--- config.mk ---
export PLATFORM = sky130hd
export DESIGN_NAME = adc_startup_sequence
export DESIGN_NICKNAME = d
export VERILOG_FILES = /design/src/adc_startup_pkg.sv /design/src/cal_if.sv /design/src/adc_startup_sequence.sv /design/src/cal_engine.sv /design/src/pin_sync.sv
export SDC_FILE = /design/constraint.sdc
export NUM_CORES = 1
export LEC_CHECK = 0
export BUFFER_PORTS_ARGS = -buffer_cell sky130_fd_sc_hd__buf_2
export CORE_MARGIN = 4
export CORE_UTILIZATION = 44
export CTS_CLUSTER_SIZE = 30
export DETAILED_ROUTE_END_ITERATION = 8
export PLACE_DENSITY = 0.72
export SLEW_MARGIN = 20
export SYNTH_ARGS = -nofsm -noshare
export SYNTH_HDL_FRONTEND = slang
export SYNTH_SLANG_ARGS = --single-unit
export TNS_END_PERCENT = 1
--- constraint.sdc ---
create_clock -name sys_clk -period 3.2 [get_ports sys_clk]
set_clock_uncertainty 0.05 [all_clocks]
set_input_delay 0.16 -clock sys_clk [delete_from_list [all_inputs] [get_ports sys_clk]]
set_output_delay 0.16 -clock sys_clk [all_outputs]
set_load 0.05 [all_outputs]
--- src/adc_startup_pkg.sv ---
package adc_startup_pkg;

  // clock
  localparam int CLK_PERIOD_NS = 10;

  // timing, least times rounded up to whole cycles
  localparam int INIT_TIME_NS = 1000;
  localparam int INIT_CYCLES = (INIT_TIME_NS + CLK_PERIOD_NS - 1) / CLK_PERIOD_NS;
  localparam int OSC_CAL_TIME_NS = 2000;
  localparam int OSC_CAL_CYCLES = (OSC_CAL_TIME_NS + CLK_PERIOD_NS - 1) / CLK_PERIOD_NS;
  localparam int LOCK_TIME_NS = 500;
  localparam int LOCK_CYCLES = (LOCK_TIME_NS + CLK_PERIOD_NS - 1) / CLK_PERIOD_NS;
  localparam int FG_CAL_TIME_NS = 10000;
  localparam int FG_CAL_CYCLES = (FG_CAL_TIME_NS + CLK_PERIOD_NS - 1) / CLK_PERIOD_NS;
  localparam int CNT_W = 16;

  // bus
  localparam int ADDR_W = 8;
  localparam int DATA_W = 32;

  // register offsets
  localparam logic [7:0] ADDR_CTRL = 8'h00;
  localparam logic [7:0] ADDR_STATUS = 8'h04;
  localparam logic [7:0] ADDR_PLL_CTRL = 8'h08;
  localparam logic [7:0] ADDR_PLL_DIV = 8'h0c;
  localparam logic [7:0] ADDR_LINK_CTRL = 8'h10;
  localparam logic [7:0] ADDR_KM1 = 8'h14;
  localparam logic [7:0] ADDR_CAL_CTRL = 8'h18;
  localparam logic [7:0] ADDR_CAL_CFG = 8'h1c;
  localparam logic [7:0] ADDR_TRIG_CTRL = 8'h20;

  // ctrl fields
  localparam int CTRL_SOFT_RESET_BIT = 0;
  // status fields
  localparam int ST_INIT_DONE_BIT = 0;
  localparam int ST_OSC_CAL_DONE_BIT = 1;
  localparam int ST_PLL_LOCKED_BIT = 2;
  localparam int ST_FOREGROUND_CAL_DONE_BIT = 3;
  localparam int ST_CAL_BUSY_BIT = 4;
  localparam int ST_PLL_STRAP_BIT = 5;
  localparam int ST_REF_SEL_BIT = 6;
  localparam int ST_DATA_VALID_BIT = 7;
  // pll ctrl fields
  localparam int PLL_RESET_BIT = 0;
  localparam int PLL_OSC_CAL_EN_BIT = 1;
  localparam int PLL_BIAS_LSB = 8;
  localparam int PLL_TRIM_LSB = 16;
  // pll divider fields
  localparam int DIV_P_LSB = 0;
  localparam int DIV_V_LSB = 4;
  localparam int DIV_N_LSB = 8;
  // link ctrl fields
  localparam int LINK_EN_BIT = 0;
  localparam int LINK_MODE_LSB = 4;
  localparam int LINK_SYNC_SEL_BIT = 12;
  // cal ctrl fields
  localparam int CAL_EN_BIT = 0;
  localparam int CALIBRATION_SOFTWARE_TRIGGER_BIT = 1;
  localparam int CAL_PIN_TRIG_EN_BIT = 2;
  localparam int CAL_STATUS_SEL_BIT = 3;
  localparam int CAL_OVERRANGE_ENABLE_BIT = 4;
  // cal cfg fields
  localparam int CFG_A_LSB = 0;
  localparam int CFG_B_LSB = 8;

  // reset values
  localparam logic PLL_RESET_RST = 1'b1;
  localparam logic [7:0] BIAS_RST = 8'h00;
  localparam logic [7:0] TRIM_RST = 8'h00;
  localparam logic [3:0] DIV_P_RST = 4'h2;
  localparam logic [3:0] DIV_V_RST = 4'h4;
  localparam logic [7:0] DIV_N_RST = 8'h0a;
  localparam logic LINK_EN_RST = 1'b1;
  localparam logic [4:0] LINK_MODE_RST = 5'h00;
  localparam logic [7:0] KM1_RST = 8'h1f;
  localparam logic CAL_EN_RST = 1'b1;
  localparam logic SOFT_TRIG_RST = 1'b1;
  localparam logic [7:0] CFG_A_RST = 8'h01;
  localparam logic [7:0] CFG_B_RST = 8'h00;
  localparam logic [7:0] TRIG_CTRL_RST = 8'h00;
  localparam int TRIG_OUT_EN_BIT = 7;

  // link modes at or above this index use 64b/66b
  localparam logic [4:0] LINK_MODE_64B_MIN = 5'h08;

  typedef enum {PLL_IN_RESET, PLL_CALIBRATING, PLL_LOCKING, PLL_LOCKED} pll_state_t;

endpackage

--- src/cal_if.sv ---
`timescale 1ns/1ps
interface cal_if;
  logic start;
  logic busy;
  logic done;
  modport ctrl (output start, input busy, input done);
  modport engine (input start, output busy, output done);
endinterface

--- src/adc_startup_sequence.sv ---
// The strobed register port and the register offsets were chosen for this implementation.
`timescale 1ns/1ps
// Notes on behaviour
// host ties pll and reference straps
// host holds powerdown low when clocks needed
// host issues software reset after power-up
// host supplies stable clock on chosen input
// device flags init done; host polls it
// host resets pll, sets bias, dividers
// host picks auto or manual trim, releases
// pll strap low skips pll programming
// link disabled before link settings change
// calibration disabled before calibration changes
// host sets link mode then multiframe length
// host selects sync request source
// host configures calibration while engine halted
// trigger output configured before engines restart
// device reports oscillator cal and lock
// host enables calibration, overrange, then link
// foreground cal on soft or pin rise
// status pin and done bit mark finish
// 8b/10b link follows sync; 64b/66b ignores
// data valid needs link alignment and calibration
// host bounds every poll with timeout
module adc_startup_sequence #(
  parameter int INIT_CYC = adc_startup_pkg::INIT_CYCLES,
  parameter int OSC_CYC = adc_startup_pkg::OSC_CAL_CYCLES,
  parameter int LOCK_CYC = adc_startup_pkg::LOCK_CYCLES,
  parameter int CAL_CYC = adc_startup_pkg::FG_CAL_CYCLES
) (
  input wire logic sys_clk,
  input wire logic rstn,
  input wire logic [adc_startup_pkg::ADDR_W-1:0] reg_addr,
  input wire logic [adc_startup_pkg::DATA_W-1:0] reg_wdata,
  input wire logic reg_write,
  input wire logic reg_read,
  output logic [adc_startup_pkg::DATA_W-1:0] reg_rdata,
  input wire logic pll_enable_strap,
  input wire logic ref_clock_select_strap,
  input wire logic powerdown_pin,
  input wire logic calibration_trigger_pin,
  input wire logic single_ended_sync_input,
  input wire logic timestamp_input_pair,
  input wire logic rx_header_lock,
  output logic calibration_status_pin,
  output logic link_cgs_active,
  output logic link_data_active,
  output logic clock_outputs_enable,
  output logic trigger_clock_output_enable,
  output logic overrange_enable,
  output logic sample_data_valid
);
  import adc_startup_pkg::*;

  logic [6:0] pins_raw;
  logic [6:0] pins_s;
  logic pll_en_s;
  logic ref_sel_s;
  logic pd_s;
  logic trig_pin_s;
  logic se_sync_s;
  logic ts_sync_s;
  logic hdr_lock_s;
  logic sw_rst_q;
  logic cfg_rst;
  logic [CNT_W-1:0] init_cnt_q;
  logic init_done_q;
  logic pll_strap_q;
  logic ref_sel_q;
  logic wr;
  logic converter_pll_reset_q;
  logic oscillator_cal_enable_q;
  logic [7:0] oscillator_bias_field_q;
  logic [7:0] oscillator_freq_trim_q;
  logic [3:0] div_p_q;
  logic [3:0] div_v_q;
  logic [7:0] div_n_q;
  logic link_enable_q;
  logic [4:0] link_mode_select_q;
  logic sync_sel_q;
  logic [7:0] multiframe_length_minus_one_q;
  logic cal_enable_q;
  logic calibration_software_trigger_q;
  logic calibration_pin_trigger_enable_q;
  logic cal_status_sel_q;
  logic overrange_enable_q;
  logic [7:0] calibration_config_a_q;
  logic [7:0] calibration_config_b_q;
  logic [7:0] trigger_output_control_q;
  logic soft_rise;
  logic trig_pin_prev_q;
  logic pin_rise;
  pll_state_t pll_state_q;
  logic [CNT_W-1:0] pll_cnt_q;
  logic oscillator_cal_done;
  logic converter_pll_locked;
  logic is_64b;
  logic sync_req;
  logic rx_aligned;
  logic cal_ok;
  logic [DATA_W-1:0] status_word;
  logic [DATA_W-1:0] rdata_q;
  cal_if cal ();

  if (INIT_CYC < 9 || INIT_CYC > 65535 || OSC_CYC < 1 || OSC_CYC > 65535 ||
      LOCK_CYC < 1 || LOCK_CYC > 65535) begin : g_chk
    $error("startup cycle counts out of range");
  end

  assign pins_raw = {rx_header_lock, timestamp_input_pair, single_ended_sync_input,
                     calibration_trigger_pin, powerdown_pin, ref_clock_select_strap,
                     pll_enable_strap};

  pin_sync #(.WIDTH(7)) u_sync (
    .sys_clk(sys_clk),
    .rstn(rstn),
    .pins(pins_raw),
    .pins_s(pins_s)
  );

  assign pll_en_s = pins_s[0];
  assign ref_sel_s = pins_s[1];
  assign pd_s = pins_s[2];
  assign trig_pin_s = pins_s[3];
  assign se_sync_s = pins_s[4];
  assign ts_sync_s = pins_s[5];
  assign hdr_lock_s = pins_s[6];

  // software reset pulse
  always_ff @(posedge sys_clk) begin
    if (!rstn) begin
      sw_rst_q <= 1'b0;
    end else begin
      sw_rst_q <= reg_write && reg_addr == ADDR_CTRL && reg_wdata[CTRL_SOFT_RESET_BIT];
    end
  end

  assign cfg_rst = !rstn || sw_rst_q;

  // internal init timer
  always_ff @(posedge sys_clk) begin
    if (cfg_rst) begin
      init_cnt_q <= '0;
      init_done_q <= 1'b0;
    end else if (!init_done_q) begin
      if (init_cnt_q == CNT_W'(INIT_CYC - 1)) begin
        init_done_q <= 1'b1;
      end else begin
        init_cnt_q <= init_cnt_q + 1'b1;
      end
    end
  end

  // straps captured during init
  always_ff @(posedge sys_clk) begin
    if (!rstn) begin
      pll_strap_q <= 1'b0;
      ref_sel_q <= 1'b0;
    end else if (!init_done_q) begin
      pll_strap_q <= pll_en_s;
      ref_sel_q <= ref_sel_s && pll_en_s;
    end
  end

  // writes other than the soft reset accepted only once init is done
  assign wr = reg_write && init_done_q;

  // pll control and dividers
  always_ff @(posedge sys_clk) begin
    if (cfg_rst) begin
      converter_pll_reset_q <= PLL_RESET_RST;
      oscillator_cal_enable_q <= 1'b0;
      oscillator_bias_field_q <= BIAS_RST;
      oscillator_freq_trim_q <= TRIM_RST;
      div_p_q <= DIV_P_RST;
      div_v_q <= DIV_V_RST;
      div_n_q <= DIV_N_RST;
    end else if (wr && reg_addr == ADDR_PLL_CTRL) begin
      converter_pll_reset_q <= reg_wdata[PLL_RESET_BIT];
      oscillator_cal_enable_q <= reg_wdata[PLL_OSC_CAL_EN_BIT];
      oscillator_bias_field_q <= reg_wdata[PLL_BIAS_LSB +: 8];
      oscillator_freq_trim_q <= reg_wdata[PLL_TRIM_LSB +: 8];
    end else if (wr && reg_addr == ADDR_PLL_DIV) begin
      div_p_q <= reg_wdata[DIV_P_LSB +: 4];
      div_v_q <= reg_wdata[DIV_V_LSB +: 4];
      div_n_q <= reg_wdata[DIV_N_LSB +: 8];
    end
  end

  // link settings frozen while link runs
  always_ff @(posedge sys_clk) begin
    if (cfg_rst) begin
      link_enable_q <= LINK_EN_RST;
      link_mode_select_q <= LINK_MODE_RST;
      sync_sel_q <= 1'b0;
      multiframe_length_minus_one_q <= KM1_RST;
      trigger_output_control_q <= TRIG_CTRL_RST;
    end else if (wr && reg_addr == ADDR_LINK_CTRL) begin
      link_enable_q <= reg_wdata[LINK_EN_BIT];
      if (!link_enable_q) begin
        link_mode_select_q <= reg_wdata[LINK_MODE_LSB +: 5];
        sync_sel_q <= reg_wdata[LINK_SYNC_SEL_BIT];
      end
    end else if (wr && reg_addr == ADDR_KM1 && !link_enable_q) begin
      multiframe_length_minus_one_q <= reg_wdata[7:0];
    end else if (wr && reg_addr == ADDR_TRIG_CTRL && !link_enable_q) begin
      trigger_output_control_q <= reg_wdata[7:0];
    end
  end

  // calibration config frozen while engine enabled
  always_ff @(posedge sys_clk) begin
    if (cfg_rst) begin
      cal_enable_q <= CAL_EN_RST;
      calibration_software_trigger_q <= SOFT_TRIG_RST;
      calibration_pin_trigger_enable_q <= 1'b0;
      cal_status_sel_q <= 1'b0;
      overrange_enable_q <= 1'b0;
      calibration_config_a_q <= CFG_A_RST;
      calibration_config_b_q <= CFG_B_RST;
    end else if (wr && reg_addr == ADDR_CAL_CTRL) begin
      cal_enable_q <= reg_wdata[CAL_EN_BIT];
      calibration_software_trigger_q <= reg_wdata[CALIBRATION_SOFTWARE_TRIGGER_BIT];
      calibration_pin_trigger_enable_q <= reg_wdata[CAL_PIN_TRIG_EN_BIT];
      cal_status_sel_q <= reg_wdata[CAL_STATUS_SEL_BIT];
      overrange_enable_q <= reg_wdata[CAL_OVERRANGE_ENABLE_BIT];
    end else if (wr && reg_addr == ADDR_CAL_CFG && !cal_enable_q) begin
      calibration_config_a_q <= reg_wdata[CFG_A_LSB +: 8];
      calibration_config_b_q <= reg_wdata[CFG_B_LSB +: 8];
    end
  end

  // trigger on soft bit or pin rising
  assign soft_rise = wr && reg_addr == ADDR_CAL_CTRL && reg_wdata[CALIBRATION_SOFTWARE_TRIGGER_BIT] &&
                     !calibration_software_trigger_q;

  always_ff @(posedge sys_clk) begin
    if (!rstn) begin
      trig_pin_prev_q <= 1'b0;
    end else begin
      trig_pin_prev_q <= trig_pin_s;
    end
  end

  assign pin_rise = calibration_pin_trigger_enable_q && trig_pin_s && !trig_pin_prev_q;
  assign cal.start = cal_enable_q && (soft_rise || pin_rise);

  cal_engine #(.CAL_CYC(CAL_CYC)) u_cal (
    .sys_clk(sys_clk),
    .cfg_rstn(!cfg_rst),
    .cal(cal)
  );

  // oscillator calibration and lock sequence
  always_ff @(posedge sys_clk) begin
    if (cfg_rst) begin
      pll_state_q <= PLL_IN_RESET;
      pll_cnt_q <= '0;
    end else begin
      case (pll_state_q)
        PLL_IN_RESET: begin
          pll_cnt_q <= '0;
          // bypassed pll never leaves reset
          if (!converter_pll_reset_q && pll_strap_q && init_done_q) begin
            pll_state_q <= oscillator_cal_enable_q ? PLL_CALIBRATING : PLL_LOCKING;
          end
        end
        PLL_CALIBRATING: begin
          if (converter_pll_reset_q) begin
            pll_state_q <= PLL_IN_RESET;
          end else if (pll_cnt_q == CNT_W'(OSC_CYC - 1)) begin
            pll_state_q <= PLL_LOCKING;
            pll_cnt_q <= '0;
          end else begin
            pll_cnt_q <= pll_cnt_q + 1'b1;
          end
        end
        PLL_LOCKING: begin
          if (converter_pll_reset_q) begin
            pll_state_q <= PLL_IN_RESET;
          end else if (pll_cnt_q == CNT_W'(LOCK_CYC - 1)) begin
            pll_state_q <= PLL_LOCKED;
            pll_cnt_q <= '0;
          end else begin
            pll_cnt_q <= pll_cnt_q + 1'b1;
          end
        end
        PLL_LOCKED: begin
          if (converter_pll_reset_q) begin
            pll_state_q <= PLL_IN_RESET;
          end
        end
        default: begin
          pll_state_q <= PLL_IN_RESET;
        end
      endcase
    end
  end

  assign oscillator_cal_done = pll_state_q == PLL_LOCKING || pll_state_q == PLL_LOCKED;
  assign converter_pll_locked = pll_state_q == PLL_LOCKED;

  // mode decides whether sync is used
  assign is_64b = link_mode_select_q >= LINK_MODE_64B_MIN;
  // sync source select
  assign sync_req = sync_sel_q ? ts_sync_s : se_sync_s;
  assign rx_aligned = is_64b ? hdr_lock_s : sync_req;
  // status pin or done bit per select
  assign cal_ok = cal_status_sel_q ? cal.done : calibration_status_pin;

  always_ff @(posedge sys_clk) begin
    if (cfg_rst) begin
      link_cgs_active <= 1'b0;
      link_data_active <= 1'b0;
      calibration_status_pin <= 1'b0;
      sample_data_valid <= 1'b0;
    end else begin
      // code groups until sync released
      link_cgs_active <= link_enable_q && !is_64b && !sync_req;
      link_data_active <= link_enable_q && (is_64b || sync_req);
      // status pin follows done
      calibration_status_pin <= cal.done;
      // valid needs alignment and calibration
      sample_data_valid <= link_enable_q && rx_aligned && cal_ok;
    end
  end

  // clock outputs stop in powerdown
  always_ff @(posedge sys_clk) begin
    if (!rstn) begin
      clock_outputs_enable <= 1'b0;
      trigger_clock_output_enable <= 1'b0;
      overrange_enable <= 1'b0;
    end else begin
      clock_outputs_enable <= !pd_s;
      trigger_clock_output_enable <= !pd_s && trigger_output_control_q[TRIG_OUT_EN_BIT];
      overrange_enable <= overrange_enable_q;
    end
  end

  assign status_word = {24'h000000, sample_data_valid, ref_sel_q, pll_strap_q, cal.busy,
                        cal.done, converter_pll_locked, oscillator_cal_done, init_done_q};

  // read data stand one cycle, zero otherwise
  always_ff @(posedge sys_clk) begin
    if (!rstn) begin
      rdata_q <= '0;
    end else begin
      rdata_q <= '0;
      if (reg_read) begin
        case (reg_addr)
          ADDR_STATUS: rdata_q <= status_word;
          ADDR_PLL_CTRL: rdata_q <= {8'h00, oscillator_freq_trim_q, oscillator_bias_field_q,
                                     6'h00, oscillator_cal_enable_q, converter_pll_reset_q};
          ADDR_PLL_DIV: rdata_q <= {16'h0000, div_n_q, div_v_q, div_p_q};
          ADDR_LINK_CTRL: rdata_q <= {19'h00000, sync_sel_q, 3'h0, link_mode_select_q,
                                      3'h0, link_enable_q};
          ADDR_KM1: rdata_q <= {24'h000000, multiframe_length_minus_one_q};
          ADDR_CAL_CTRL: rdata_q <= {27'h0000000, overrange_enable_q, cal_status_sel_q,
                                     calibration_pin_trigger_enable_q,
                                     calibration_software_trigger_q, cal_enable_q};
          ADDR_CAL_CFG: rdata_q <= {16'h0000, calibration_config_b_q, calibration_config_a_q};
          ADDR_TRIG_CTRL: rdata_q <= {24'h000000, trigger_output_control_q};
          default: rdata_q <= '0;
        endcase
      end
    end
  end

  assign reg_rdata = rdata_q;
endmodule

--- src/cal_engine.sv ---
`timescale 1ns/1ps
module cal_engine #(
  parameter int CAL_CYC = adc_startup_pkg::FG_CAL_CYCLES
) (
  input wire logic sys_clk,
  input wire logic cfg_rstn,
  cal_if.engine cal
);
  import adc_startup_pkg::*;

  logic [CNT_W-1:0] cnt_q;
  logic busy_q;
  logic done_q;

  if (CAL_CYC < 8 || CAL_CYC > 65535) begin : g_chk
    $error("calibration cycle count out of range");
  end

  assign cal.busy = busy_q;
  assign cal.done = done_q;

  // run on trigger
  always_ff @(posedge sys_clk) begin
    if (!cfg_rstn) begin
      busy_q <= 1'b0;
      cnt_q <= '0;
    end else if (!busy_q) begin
      if (cal.start) begin
        busy_q <= 1'b1;
        cnt_q <= '0;
      end
    end else if (cnt_q == CNT_W'(CAL_CYC - 1)) begin
      busy_q <= 1'b0;
    end else begin
      cnt_q <= cnt_q + 1'b1;
    end
  end

  // done flag at finish
  always_ff @(posedge sys_clk) begin
    if (!cfg_rstn) begin
      done_q <= 1'b0;
    end else if (busy_q && cnt_q == CNT_W'(CAL_CYC - 1)) begin
      done_q <= 1'b1;
    end else if (cal.start && !busy_q) begin
      done_q <= 1'b0;
    end
  end
endmodule

--- src/pin_sync.sv ---
`timescale 1ns/1ps
module pin_sync #(
  parameter int WIDTH = 1
) (
  input wire logic sys_clk,
  input wire logic rstn,
  input wire logic [WIDTH-1:0] pins,
  output logic [WIDTH-1:0] pins_s
);
  logic [WIDTH-1:0] meta_q;

  if (WIDTH < 1) begin : g_chk
    $error("pin_sync width must be positive");
  end

  // two flops per pin
  always_ff @(posedge sys_clk) begin
    if (!rstn) begin
      meta_q <= '0;
      pins_s <= '0;
    end else begin
      meta_q <= pins;
      pins_s <= meta_q;
    end
  end
endmodule

Word-level counts from Yosys, hierarchy flattened

Cells that the tools add are included.
W data, S select, Z words.

Bitwise gates (word level): 7
Mux-type cells: 27
Eq/ne operators: 24
Add/subtract/negate cells: 3
Magnitude comparators: 1
Reduce and logical (&&, ||, !) cells: 58

Operators by type and width:

| kind                    | count |
|---|---|
| $mux W32                | 6 |
| $pmux W24 S8            | 1 |
| $pmux W32 S4            | 1 |
| $mux W16                | 7 |
| $eq A32 B2 Y1 const B   | 2 |
| $eq A32 B3 Y1 const B   | 2 |
| $add A16 B1 Y16 const B | 3 |
| $pmux W16 S3            | 1 |
| $eq A32 B1 Y1 const B   | 1 |
| $eq A8 B5 Y1 const B    | 4 |
| $logic_not A32 Y1       | 1 |
| $logic_and A1 B1 Y1     | 29 |
| $eq A16 B10 Y1 const B  | 1 |
| $eq A16 B6 Y1 const B   | 1 |
| $eq A16 B7 Y1 const B   | 1 |
| $eq A16 B8 Y1 const B   | 1 |
| $eq A8 B4 Y1 const B    | 2 |
| $reduce_and A2 Y1       | 7 |
| $logic_not A1 Y1        | 10 |
| $mux W1                 | 10 |
| $ne A2 B2 Y1 const B    | 5 |
| $eq A8 B3 Y1 const B    | 1 |
| $eq A8 B6 Y1 const B    | 1 |
| $logic_not A8 Y1        | 1 |
| 9 further kinds         | 21 |

Output and inout port bits: 39
Bits of input ports: 51
Bits in registers: 218

Logic depth before layout (Yosys ltp)

Gate-level depths: netlist of the first run.

Word-level depth: 9
Gate-level depth with buffers: 8
Depth with buffers taken out: 7

Modules after synthesis

A second synthesis of the first run with hierarchy kept.

Cell total of the unflattened synthesis: 864
Area total of the unflattened synthesis: 7733.7 um2

Modules (own cells, without submodules):

| module               | area each (um2) | cells each | seq. area each (um2) | instances |
|---|---|---|---|---|
| adc_startup_sequence | 6413.7          | 724        | 2962.8               | 1 |
| cal_engine           | 928.4           | 111        | 360.3                | 1 |
| pin_sync             | 391.6           | 29         | 280.3                | 1 |

Worst setup path before layout of the first run

Ideal clock, no wire load.

Kind: register to register
Start: register pll_state_q[0]
End: register pll_cnt_q[15]
Data arrival time: 2.221 ns
Buffers on the path: 0
Library setup time: 0.134 ns
Path slack: 0.795 ns
Stages on the path, launching flop included: 8
Cell sequence: dfxtp_1 -> inv_1 -> ha_1 -> or3b_2 -> a211oi_1 -> or3b_2 -> xor2_1 -> nor2_1

Word-level cells in the longest chain between the ends: 3
Elaborated cells between the ends (all ways): 8

RTL lines:

| element                                                             | line                        | source |
|---|---|---|
| start, declared                                                     | adc_startup_sequence.sv:93  | `pll_state_t pll_state_q;` |
| start signal, assigned                                              | adc_startup_sequence.sv:265 | `pll_state_q <= oscillator_cal_enable_q ? PLL_CALIBRATING : PLL_LOCKING;` |
| $eq A32 B1 Y1, or another cell as far along                         | adc_startup_sequence.sv:260 | `case (pll_state_q)` |
| $ne A2 B2 Y1 (no source line) or $reduce_bool A3 Y1 (tied branches) | -                           |  |
| $reduce_and A3 Y1 (no source line)                                  | -                           |  |
| end signal, assigned                                                | adc_startup_sequence.sv:275 | `pll_cnt_q <= pll_cnt_q + 1'b1;` |
| end signal, assigned                                                | adc_startup_sequence.sv:285 | `pll_cnt_q <= pll_cnt_q + 1'b1;` |
| end, declared                                                       | adc_startup_sequence.sv:94  | `logic [CNT_W-1:0] pll_cnt_q;` |

Parallel ways exist; a longest one is shown, timed or not.
A chain may end at the register's enable or synchronous reset.

Final worst setup path of the first run

Ends and elaborated chain as after synthesis.

==> results of run 1 <==
-- worst min-delay path, delay by kind of cell --
| family | cells | cell delay [ns] |
|---|---|---|
| buf+inv | 1 | 0.17 |
| compound gates | 1 | 0.05 |
| simple gates | 1 | 0.08 |
-- through the flow --
step | worst slack (ns) | total power, mW | instance area (um^2) | util (%) | hold WS (ns)
floorplan | 0.7955 | 2.400 | 7385 | - | 0.2340
global placement | 0.7696 | 2.453 | 7904 | 48.00 | 0.3188
detailed placement | 0.7515 | 2.454 | 7904 | 48.00 | 0.3208
CTS | 0.7517 | 4.431 | 8756 | 53.18 | 0.01171
global route | 0.6160 | 4.536 | 8758 | 53.19 | 0.02542
finish | 0.7516 | 4.385 | 8761 | 53.21 | 0.03666
-- report_power, final --
group,internal [mW],total (mW),leakage [nW],switching [mW]
Combinational,0.0646,0.172,1.60,0.107
Sequential,2.25,2.26,1.45,0.00641
Clock,1.02,1.95,0.267,0.930
-- metal layers --
layer	share of wire (%)	vias to the layer above	track usage, %
li1	-	3121	-
met1	45	2920	25.37
met2	47	196	31.44
met3	6.7	18	4.346
met4	1.3	2	6.208
met5	0.067	-	0
-- worst max path at each step --
stage	from	endpoint	slack, ns
floorplan	pll_state_q[0]	pll_cnt_q[15]	0.80
global placement	reg_addr[4]	oscillator_bias_field_q[6]	0.77
detailed placement	reg_addr[4]	oscillator_bias_field_q[3]	0.75
CTS	pll_state_q[0]	pll_cnt_q[15]	0.75
global route	pll_state_q[0]	pll_cnt_q[15]	0.62
finish	pll_state_q[0]	pll_cnt_q[15]	0.75
-- synthesized netlist by cell type (all sizes together), types with 10 or more instances --
master / n / area, um^2
a21oi: 73 / 365.4
clkbuf: 30 / 112.6
dfxtp: 180 / 3603
nand4: 18 / 112.6
and2: 29 / 181.4
nand3: 44 / 220.2
mux2i: 22 / 220.2
nand2: 151 / 566.8
nor4: 14 / 117.6
nor3: 13 / 70.07
a222oi: 10 / 100.1
a22oi: 13 / 97.59
nor2: 71 / 266.5
o21ai: 10 / 50.05
xor2: 14 / 122.6
xnor2: 17 / 148.9
buf: 24 / 141.4
inv: 16 / 60.06
-- kinds of logic after synthesis --
| family | share of synthesized area, % |
|---|---|
| xor+xnor | 3.690 |
| mux | 2.993 |
| other cells | 0.05096 |
| buf+inv | 4.268 |
| flops | 48.97 |
| simple gates | 25.57 |
| fa+ha+maj | 1.360 |
| compound gates | 13.09 |
-- cell type report --
type                    instances  area (um^2)  area share, %
diodes                          2        5.005        0.05713
flip-flops and latches        180         3603          41.13
clock buffers                  19        432.9          4.941
clock inverters                13        118.9          1.357
multi-input cells             603         3472          39.63
repair buffers                120        793.3          9.055
well taps                     220        275.3          3.142
inverters                      16        60.06         0.6855
-- registers in the layout, summed over array words and instances (netlist names), 7 cells and up --
| register | cells |
|---|---|
| reg_rdata | 24 |
| init_cnt_q | 16 |
| pll_cnt_q | 16 |
| u_cal.cnt_q | 16 |
| calibration_config_a_q | 8 |
| calibration_config_b_q | 8 |
| div_n_q | 8 |
| multiframe_length_minus_one_q | 8 |
| oscillator_bias_field_q | 8 |
| oscillator_freq_trim_q | 8 |
| trigger_output_control_q | 8 |
| u_sync.meta_q | 7 |
| u_sync.pins_s | 7 |
==> run metrics, run 1 <==
Synth Flop Type dfxtp_1; r2r endpoint pll_cnt_q[15]; final slew viol count 0; CP cell instances inv_1 -> ha_1 -> or3b_2 -> a211oi_1 -> buf_4 -> or3b_2 -> xor2_1 -> nor2_1; CTS Hold Bufs 30; cell family with most CP delay simple AND/OR/NAND/NOR gates; GRT overflow 0; core region area 16470 um^2; synth warn 0; via count 6257; most common cell after layout, fill and taps aside dfxtp_1; critical path launch point type register; Hold WC Path Type in2reg; FILL cells 1509; worst path required time 3.46 ns; first-pass GRT wire length 28960 um; syn_area_per_cell 8.698 um^2; Crit path largest cell delay 0.50 ns; worst hold start reg_wdata[0]; CP max FO 7; Final Non-Filler Cells 1173; Worst slew margin 43.06%; post-synthesis register bit count 180; Max Clk Rate 408.4 MHz; commonest cells after routing, fill and taps aside dfxtp_1 (180), nand2_1 (151), a21oi_1 (73), buf_2 (73), nor2_1 (71); Final min period 2.448 ns; Cell variety after synth 58; Post-Route WL 17790 um; slowest CP cell or3b_2; Setup violations, final 0; most frequent CP cell or3b_2; reg2reg path depth 8; fin crit share 76.51%; setup bufs post-CTS 0; Post-synth EDFFs 0; Post-DRT Antenna Nets 0; Critical Path Stages 8; PD cells 500.5 nW/um^2; Buf/Inv on CP 2; Cells after Synth 846; CTS Sinks 180; initial antenna violation count 2; Initial Util 44.69%; Die Y 137.3 um; dpl cells 1109; Routed WL per cell 15.17 um; RSZ-0062 raised after global routing false; setup tns final 0 ns; detailed placement HPWL 11780 um; Worst Max-Slew Pin Slew 0.8475 ns; Cell Area, Synth 7358 um^2; FF-to-FF Start pll_state_q[0]; P_leak 3.326 nW; Setup crit end kind register; H-Tree Depth 4; Peak VDD IR 0.3555 mV; residual DRC count 0; Worst R2R Setup Slack 0.75 ns; vias in the first global route 5816; status finished, final reports clean; worst skew pair latency 0.43 ns; Initial DRC Count 462; die width 137.3 um; clk root buf clkbuf_16; CP arrival 2.71 ns; max cap viols 0; row cnt 47; Num CTS Buffers 17; Setup CP Type reg2reg; Worst Hold End div_p_q[0]; Die Area 18860 um^2; I/O Buffers 73; GP Congestion 0.8252; final hold vios 0; pin count of the biggest net entering global routing 78; ys async rst share 0%; CTS tree built; drt pass-1 iters 5; num ports 90; Vias/cell 5.334; post-cts sizing count 0; Layout area overhead 19.06%; Clock transition at path regs 0.07 ns; fin nets 997; CTS Buffer Depth 2; ratio of cells with drive above 1 in the final layout 13.77%; GRT Resource Usage Total 19.27%; Seq/Total Area, Yosys 48.97%; cell count of the worst hold path 3
No activity file was read; power rests on OpenSTA's default activity.
==> inputs of run 2 (changes only) <==
--- a/config.mk
+++ b/config.mk
@@ -10,7 +10,7 @@
 export CORE_UTILIZATION = 44
 export CTS_CLUSTER_SIZE = 30
 export DETAILED_ROUTE_END_ITERATION = 8
-export PLACE_DENSITY = 0.72
+export PLACE_DENSITY = 0.75
 export SLEW_MARGIN = 20
 export SYNTH_ARGS = -nofsm -noshare
 export SYNTH_HDL_FRONTEND = slang
==> constraint.sdc (replaced) <==
create_clock -name sys_clk -period 2.2 [get_ports sys_clk]
set_clock_uncertainty 0.05 [all_clocks]
set_input_delay 0.11 -clock sys_clk [delete_from_list [all_inputs] [get_ports sys_clk]]
set_output_delay 0.11 -clock sys_clk [all_outputs]
set_load 0.05 [all_outputs]
==> run 2 against run 1 <==
Final area is 4.5% higher. Sequential power is 46% higher. Clock power is 62% higher. Largest cell class unchanged. Largest power group unchanged.
==> run metrics, run 2 (synthesis gave the netlist of run 1 again) <==
Max Clk Rate 472.1 MHz (+16%); P_leak 3.536 nW (+6.3%); core region area 16470 um^2 (unchanged); CP arrival 2.39 ns (-0.32 ns); Setup CP Type reg2reg; n_diodes 0 (-2); ratio of cells with drive above 1 in the final layout 17.55% (+3.8 points); status finished, final reports clean; CP cell instances inv_1 -> ha_1 -> or3b_2 -> a211oi_2 -> or3b_4 -> xor2_1 -> nor2_1; Worst slew margin 58.74% (+16 points); fin crit share 96.27% (+20 points); pin count of the biggest net entering global routing 39 (-50%); Setup violations, final 0 (unchanged); commonest cells after routing, fill and taps aside dfxtp_1 (176), nand2_1 (151), a21oi_1 (73), buf_2 (73), nor2_1 (71); setup bufs post-CTS 0 (unchanged); final hold vios 0 (unchanged); Crit path largest cell delay 0.51 ns (about the same); Final min period 2.118 ns (-0.3303 ns); RSZ-0062 raised after global routing true; CTS tree built; Clock transition at path regs 0.07 ns (about the same); Layout area overhead 24.38%; die width 137.3 um (unchanged); Hold WC Path Type in2reg; initial antenna violation count 1 (-1); GP Congestion 0.8312 (+0.73%); Die Y 137.3 um (unchanged); Setup crit end kind register; GRT Resource Usage Total 20.49% (+1.2 points); CTS Sinks 180 (unchanged); slowest CP cell or3b_2; CP max FO 3 (-4); combinational share of power 4.0% (about the same); GRT overflow 0 (unchanged); final slew viol count 0 (unchanged); Peak VDD IR 0.5302 mV (+49%); Post-DP Area 8168 um^2 (+3.3%); Flop pwr share 48.9% (-2.6 points); CTS Buffer Depth 2 (unchanged); detailed placement HPWL 12620 um (+7.1%); I/O Buffers 73 (unchanged); Clock power frac 47.1% (+2.5 points); first-pass GRT wire length 30640 um (+5.8%); clk root buf clkbuf_16; vias in the first global route 6267 (+7.8%); Post-DRT Antenna Nets 0 (unchanged); most common cell after layout, fill and taps aside dfxtp_1; Power Internal 5.205 mW (+56%); Routed WL per cell 15.85 um (+4.5%); Worst Max-Slew Pin Slew 0.6132 ns (-0.2343 ns); Post-Route WL 19110 um (+7.4%); Vias/cell 5.456 (+2.3%); residual DRC count 0 (unchanged); Power, Total 6.719 mW (+53%); Buf/Inv on CP 1 (-1); Die Area 18860 um^2 (unchanged); critical path launch point type register; max cap viols 0 (unchanged); Initial DRC Count 560 (+21%); cell family with most CP delay simple AND/OR/NAND/NOR gates; worst skew pair latency 0.43 ns (about the same); PD cells 734.1 nW/um^2 (+47%); max FFs per register 24 (unchanged); area of all placed cells without fillers 9153 um^2 (+4.5%); row cnt 47 (unchanged); num ports 90 (unchanged); drt pass-1 iters 5 (unchanged); Initial Util 44.69% (unchanged); worst path required time 2.48 ns (-0.98 ns); H-Tree Depth 4 (unchanged); Num CTS Buffers 17 (unchanged); final core utilization 55.59% (+2.4 points); fin nets 1032 (+3.5%); via count 6580 (+5.2%); Switching Share 22.54% (-1.3 points); NetSw 1.515 mW (+45%)
-- run 2: cell types whose count changed in the layout (fill, tap and decap cells not counted), moves of 2 or more --
cell,previous run,this run
buf_4,17,48
diode_2,2,0
dfxtp_1,180,176
bufinv_16,0,3
dlygate4sd3_1,30,33
inv_8,3,1
dfxtp_2,0,4
-- run 2: layout make-up --
type	count	area (um^2)
clock buffer	18	429.2
clock inverter	14	190.2
fill	1462	7313
inverter	16	60.06
multi-input combinational	603	3513
sequential	180	3608
tap	220	275.3
timing repair buffer	155	1076
-- run 2: routing by layer --
metal  share of wire [%]  wire, um  track usage (%)
met1                  42      8049            25.87
met2                  47      9012            33.30
met3                 7.1      1353            4.127
met4                 3.6       680            10.31
met5               0.068        13                0
-- run 2: repair_timing --
| action | in CTS | in global routing |
|---|---|---|
| endpoints found under the hold margin | 84 | 0 |
| resized for setup | 0 | 9 |
| setup endpoints to repair | 0 | 6 |
| hold buffers | 33 | 0 |
-- run 2: metrics by stage --
| step | std cells | TNS (ns) | hold slack [ns] | worst slack [ns] |
|---|---|---|---|---|
| after detailed placement | 1141 | 0 | 0.2701 | 0.03067 |
| after floorplan | 853 | -0.06257 | 0.1840 | -0.06257 |
| after CTS | 1206 | 0 | 0.01973 | 0.004321 |
| after global routing | 1206 | -0.01858 | 0.05966 | -0.009196 |
| after global placement | 1141 | 0 | 0.2687 | 0.07806 |
| final | 1206 | 0 | 0.04474 | 0.08196 |
-- run 2: worst reg2reg max path: stages (launching register included) --
cell and delay, ns:
dfxtp_2 0.35, inv_1 0.06, ha_1 0.21, or3b_2 0.51, a211oi_2 0.26, or3b_4 0.40
xor2_1 0.13, nor2_1 0.05
-- run 2: power by group through the flow --
stage	clock (mW)	combinational [mW]	sequential (mW)
2_1_floorplan	0	0.122	3.37
3_5_place_dp	0	0.218	3.36
6_report	3.16	0.269	3.29
3_3_place_gp	0	0.216	3.36
5_1_grt	3.36	0.290	3.29
4_1_cts	3.22	0.265	3.29
-- run 2: final timing paths --
check              startpoint                    to  slack, ns  cells past startpoint
max reg2reg    pll_state_q[0]         pll_cnt_q[15]       0.08                      7
min               reg_addr[3]              sw_rst_q       0.04                      4
min reg2reg  u_sync.pins_s[2]  clock_outputs_enable       0.35                      1
max            pll_state_q[0]         pll_cnt_q[15]       0.08                      7
==> inputs of run 3 (changes only) <==
--- a/config.mk
+++ b/config.mk
@@ -10,7 +10,7 @@
 export CORE_UTILIZATION = 44
 export CTS_CLUSTER_SIZE = 30
 export DETAILED_ROUTE_END_ITERATION = 8
-export PLACE_DENSITY = 0.75
+export PLACE_DENSITY = 0.69
 export SLEW_MARGIN = 20
 export SYNTH_ARGS = -nofsm -noshare
 export SYNTH_HDL_FRONTEND = slang
==> run 3 against run 2 <==
Largest cell class unchanged. Highest routed layer is now met4. Via count decreased by 3.9%. Global-route usage decreased by 0.45 points. Non-clock buffer count increased by 6. Largest power group unchanged.
==> run metrics, run 3 (synthesis gave the netlist of run 1 again) <==
Setup crit end kind register; slowest CP cell or3b_2; fin nets 1038 (+0.58%); multi-input logic area 3502 um^2 (-0.32%); CP cell instances inv_1 -> ha_1 -> or3b_2 -> a211oi_2 -> or3b_2 -> xor2_1 -> nor2_1; worst skew pair latency 0.43 ns (about the same); vias in the first global route 5767 (-8.0%); Peak VDD IR 0.5390 mV (+1.7%); n_diodes 0 (unchanged); row cnt 47 (unchanged); I/O Buffers 73 (unchanged); Crit path largest cell delay 0.49 ns (-0.02 ns); fin crit share 98.01% (+1.7 points); CTS tree built; area of all placed cells without fillers 9174 um^2 (+0.23%); Routed WL per cell 15.36 um (-3.0%); Hold WC Path Type in2reg; setup tns final 0 ns (unchanged); via count 6322 (-3.9%); most common cell after layout, fill and taps aside dfxtp_1; GRT Resource Usage Total 20.03% (-0.45 points); Vias/cell 5.216 (-4.4%); max cap viols 0 (unchanged); detailed placement HPWL 12750 um (+1.0%); num ports 90 (unchanged); RSZ-0062 raised after global routing true; drt pass-1 iters 5 (unchanged); Worst Max-Slew Pin Slew 0.5700 ns (-0.04320 ns); final slew viol count 0 (unchanged); Setup CP Type reg2reg; die width 137.3 um (unchanged); Post-Route WL 18620 um (-2.6%); clk root buf clkbuf_16; setup bufs post-CTS 0 (unchanged); P_leak 3.560 nW (+0.70%); commonest cells after routing, fill and taps aside dfxtp_1 (177), nand2_1 (151), a21oi_1 (73), buf_2 (73), nor2_1 (71); max FFs per register 24 (unchanged); Setup violations, final 0 (unchanged); CTS Buffer Depth 2 (unchanged); Clock transition at path regs 0.06 ns (about the same); FILL cells 1557 (+6.5%); FF/Latch Area 3607 um^2 (about the same); first-pass GRT wire length 29610 um (-3.4%); Max Clk Rate 463.8 MHz (-1.8%); CP max FO 3 (unchanged); worst path required time 2.48 ns (about the same); core region area 16470 um^2 (unchanged); Post-DRT Antenna Nets 0 (unchanged); CP arrival 2.43 ns (+0.04 ns); Post-DP Area 8250 um^2 (+1.0%); Num CTS Buffers 17 (unchanged); Die Y 137.3 um (unchanged); most frequent CP cell or3b_2; critical path launch point type register; Die Area 18860 um^2 (unchanged); residual DRC count 0 (unchanged); Initial Util 44.69% (unchanged); Layout area overhead 24.67%; GP Congestion 0.8650 (+4.1%); final hold vios 0 (unchanged); Initial DRC Count 491 (-12%); status finished, final reports clean; pin count of the biggest net entering global routing 48 (+23%); GRT overflow 0 (unchanged); Worst slew margin 61.65% (+2.9 points); PD cells 705.4 nW/um^2 (-3.9%); initial antenna violation count 0 (-1); CTS Sinks 180 (unchanged); Final min period 2.156 ns (+0.03827 ns); H-Tree Depth 4 (unchanged); ratio of cells with drive above 1 in the final layout 18.04% (+0.50 points)
==> run 3: changes by cell type in the layout (fill, tap and decap cells not counted), sizes merged <==
cell,before,now
inv,22,17
buf,122,128
bufinv,3,1
clkbuf,18,20
clkinvlp,2,3
clkinv,3,7
==> run 3: area by class of cell <==
| class | count | share of cell area (%) |
|---|---|---|
| well taps | 220 | 3.001 |
| multi-input cells | 603 | 38.18 |
| repair buffers | 161 | 12.63 |
| inverters | 16 | 0.6547 |
| clock buffers | 20 | 5.087 |
| flip-flops and latches | 180 | 39.32 |
| clock inverters | 12 | 1.132 |
==> run 3: through the flow <==
| stage | worst slack, ns | total power [mW] | util (%) | hold slack, ns | cells |
|---|---|---|---|---|---|
| finish | 0.04369 | 6.471 | 55.71 | 0.1278 | 1212 |
| global route | -0.03571 | 6.688 | 55.71 | 0.1577 | 1212 |
| CTS | 0.04099 | 6.541 | 55.58 | 0.1124 | 1212 |
| detailed placement | 0.04156 | 3.584 | 50.11 | 0.2718 | 1147 |
| global placement | 0.06974 | 3.583 | 50.11 | 0.2688 | 1147 |
| floorplan | -0.06257 | 3.491 | - | 0.1840 | 853 |
==> run 3: final timing paths <==
path | endpoint | cells past startpoint | from | slack, ns
max | pll_cnt_q[15] | 7 | pll_state_q[0] | 0.04
max reg2reg | pll_cnt_q[15] | 7 | pll_state_q[0] | 0.04
min reg2reg | clock_outputs_enable | 1 | u_sync.pins_s[2] | 0.37
min | sw_rst_q | 5 | reg_addr[3] | 0.13
==> run 3: routing by layer <==
metal	vias to the layer above	share of wire (%)	track usage [%]
li1	3199	-	-
met1	2914	47	27.00
met2	179	45	31.20
met3	30	6.2	5.113
met4	0	2.4	7.040
met5	-	0	0
==> run 3: what timing repair did <==
| action | CTS | global route |
|---|---|---|
| endpoints found under the hold margin | 85 | 0 |
| hold buffers | 33 | 0 |
| endpoints found under the setup margin | 0 | 7 |
| resized for setup | 0 | 6 |
==> run 3: critical path, delay by kind of cell (launching register included) <==
kind            cells  cell delay (ns)
xor+xnor            1             0.14
flops               1             0.36
compound gates      1             0.23
buf+inv             1             0.07
simple gates        3             1.01
fa+ha+maj           1             0.20
==> run 3: power by group <==
part | internal (mW) | total, mW | leakage (nW) | switching [mW]
Sequential | 3.28 | 3.29 | 1.46 | 0.00900
Clock | 1.64 | 2.91 | 0.278 | 1.27
Combinational | 0.107 | 0.270 | 1.83 | 0.163
Total | 5.03 | 6.47 | 3.56 | 1.44
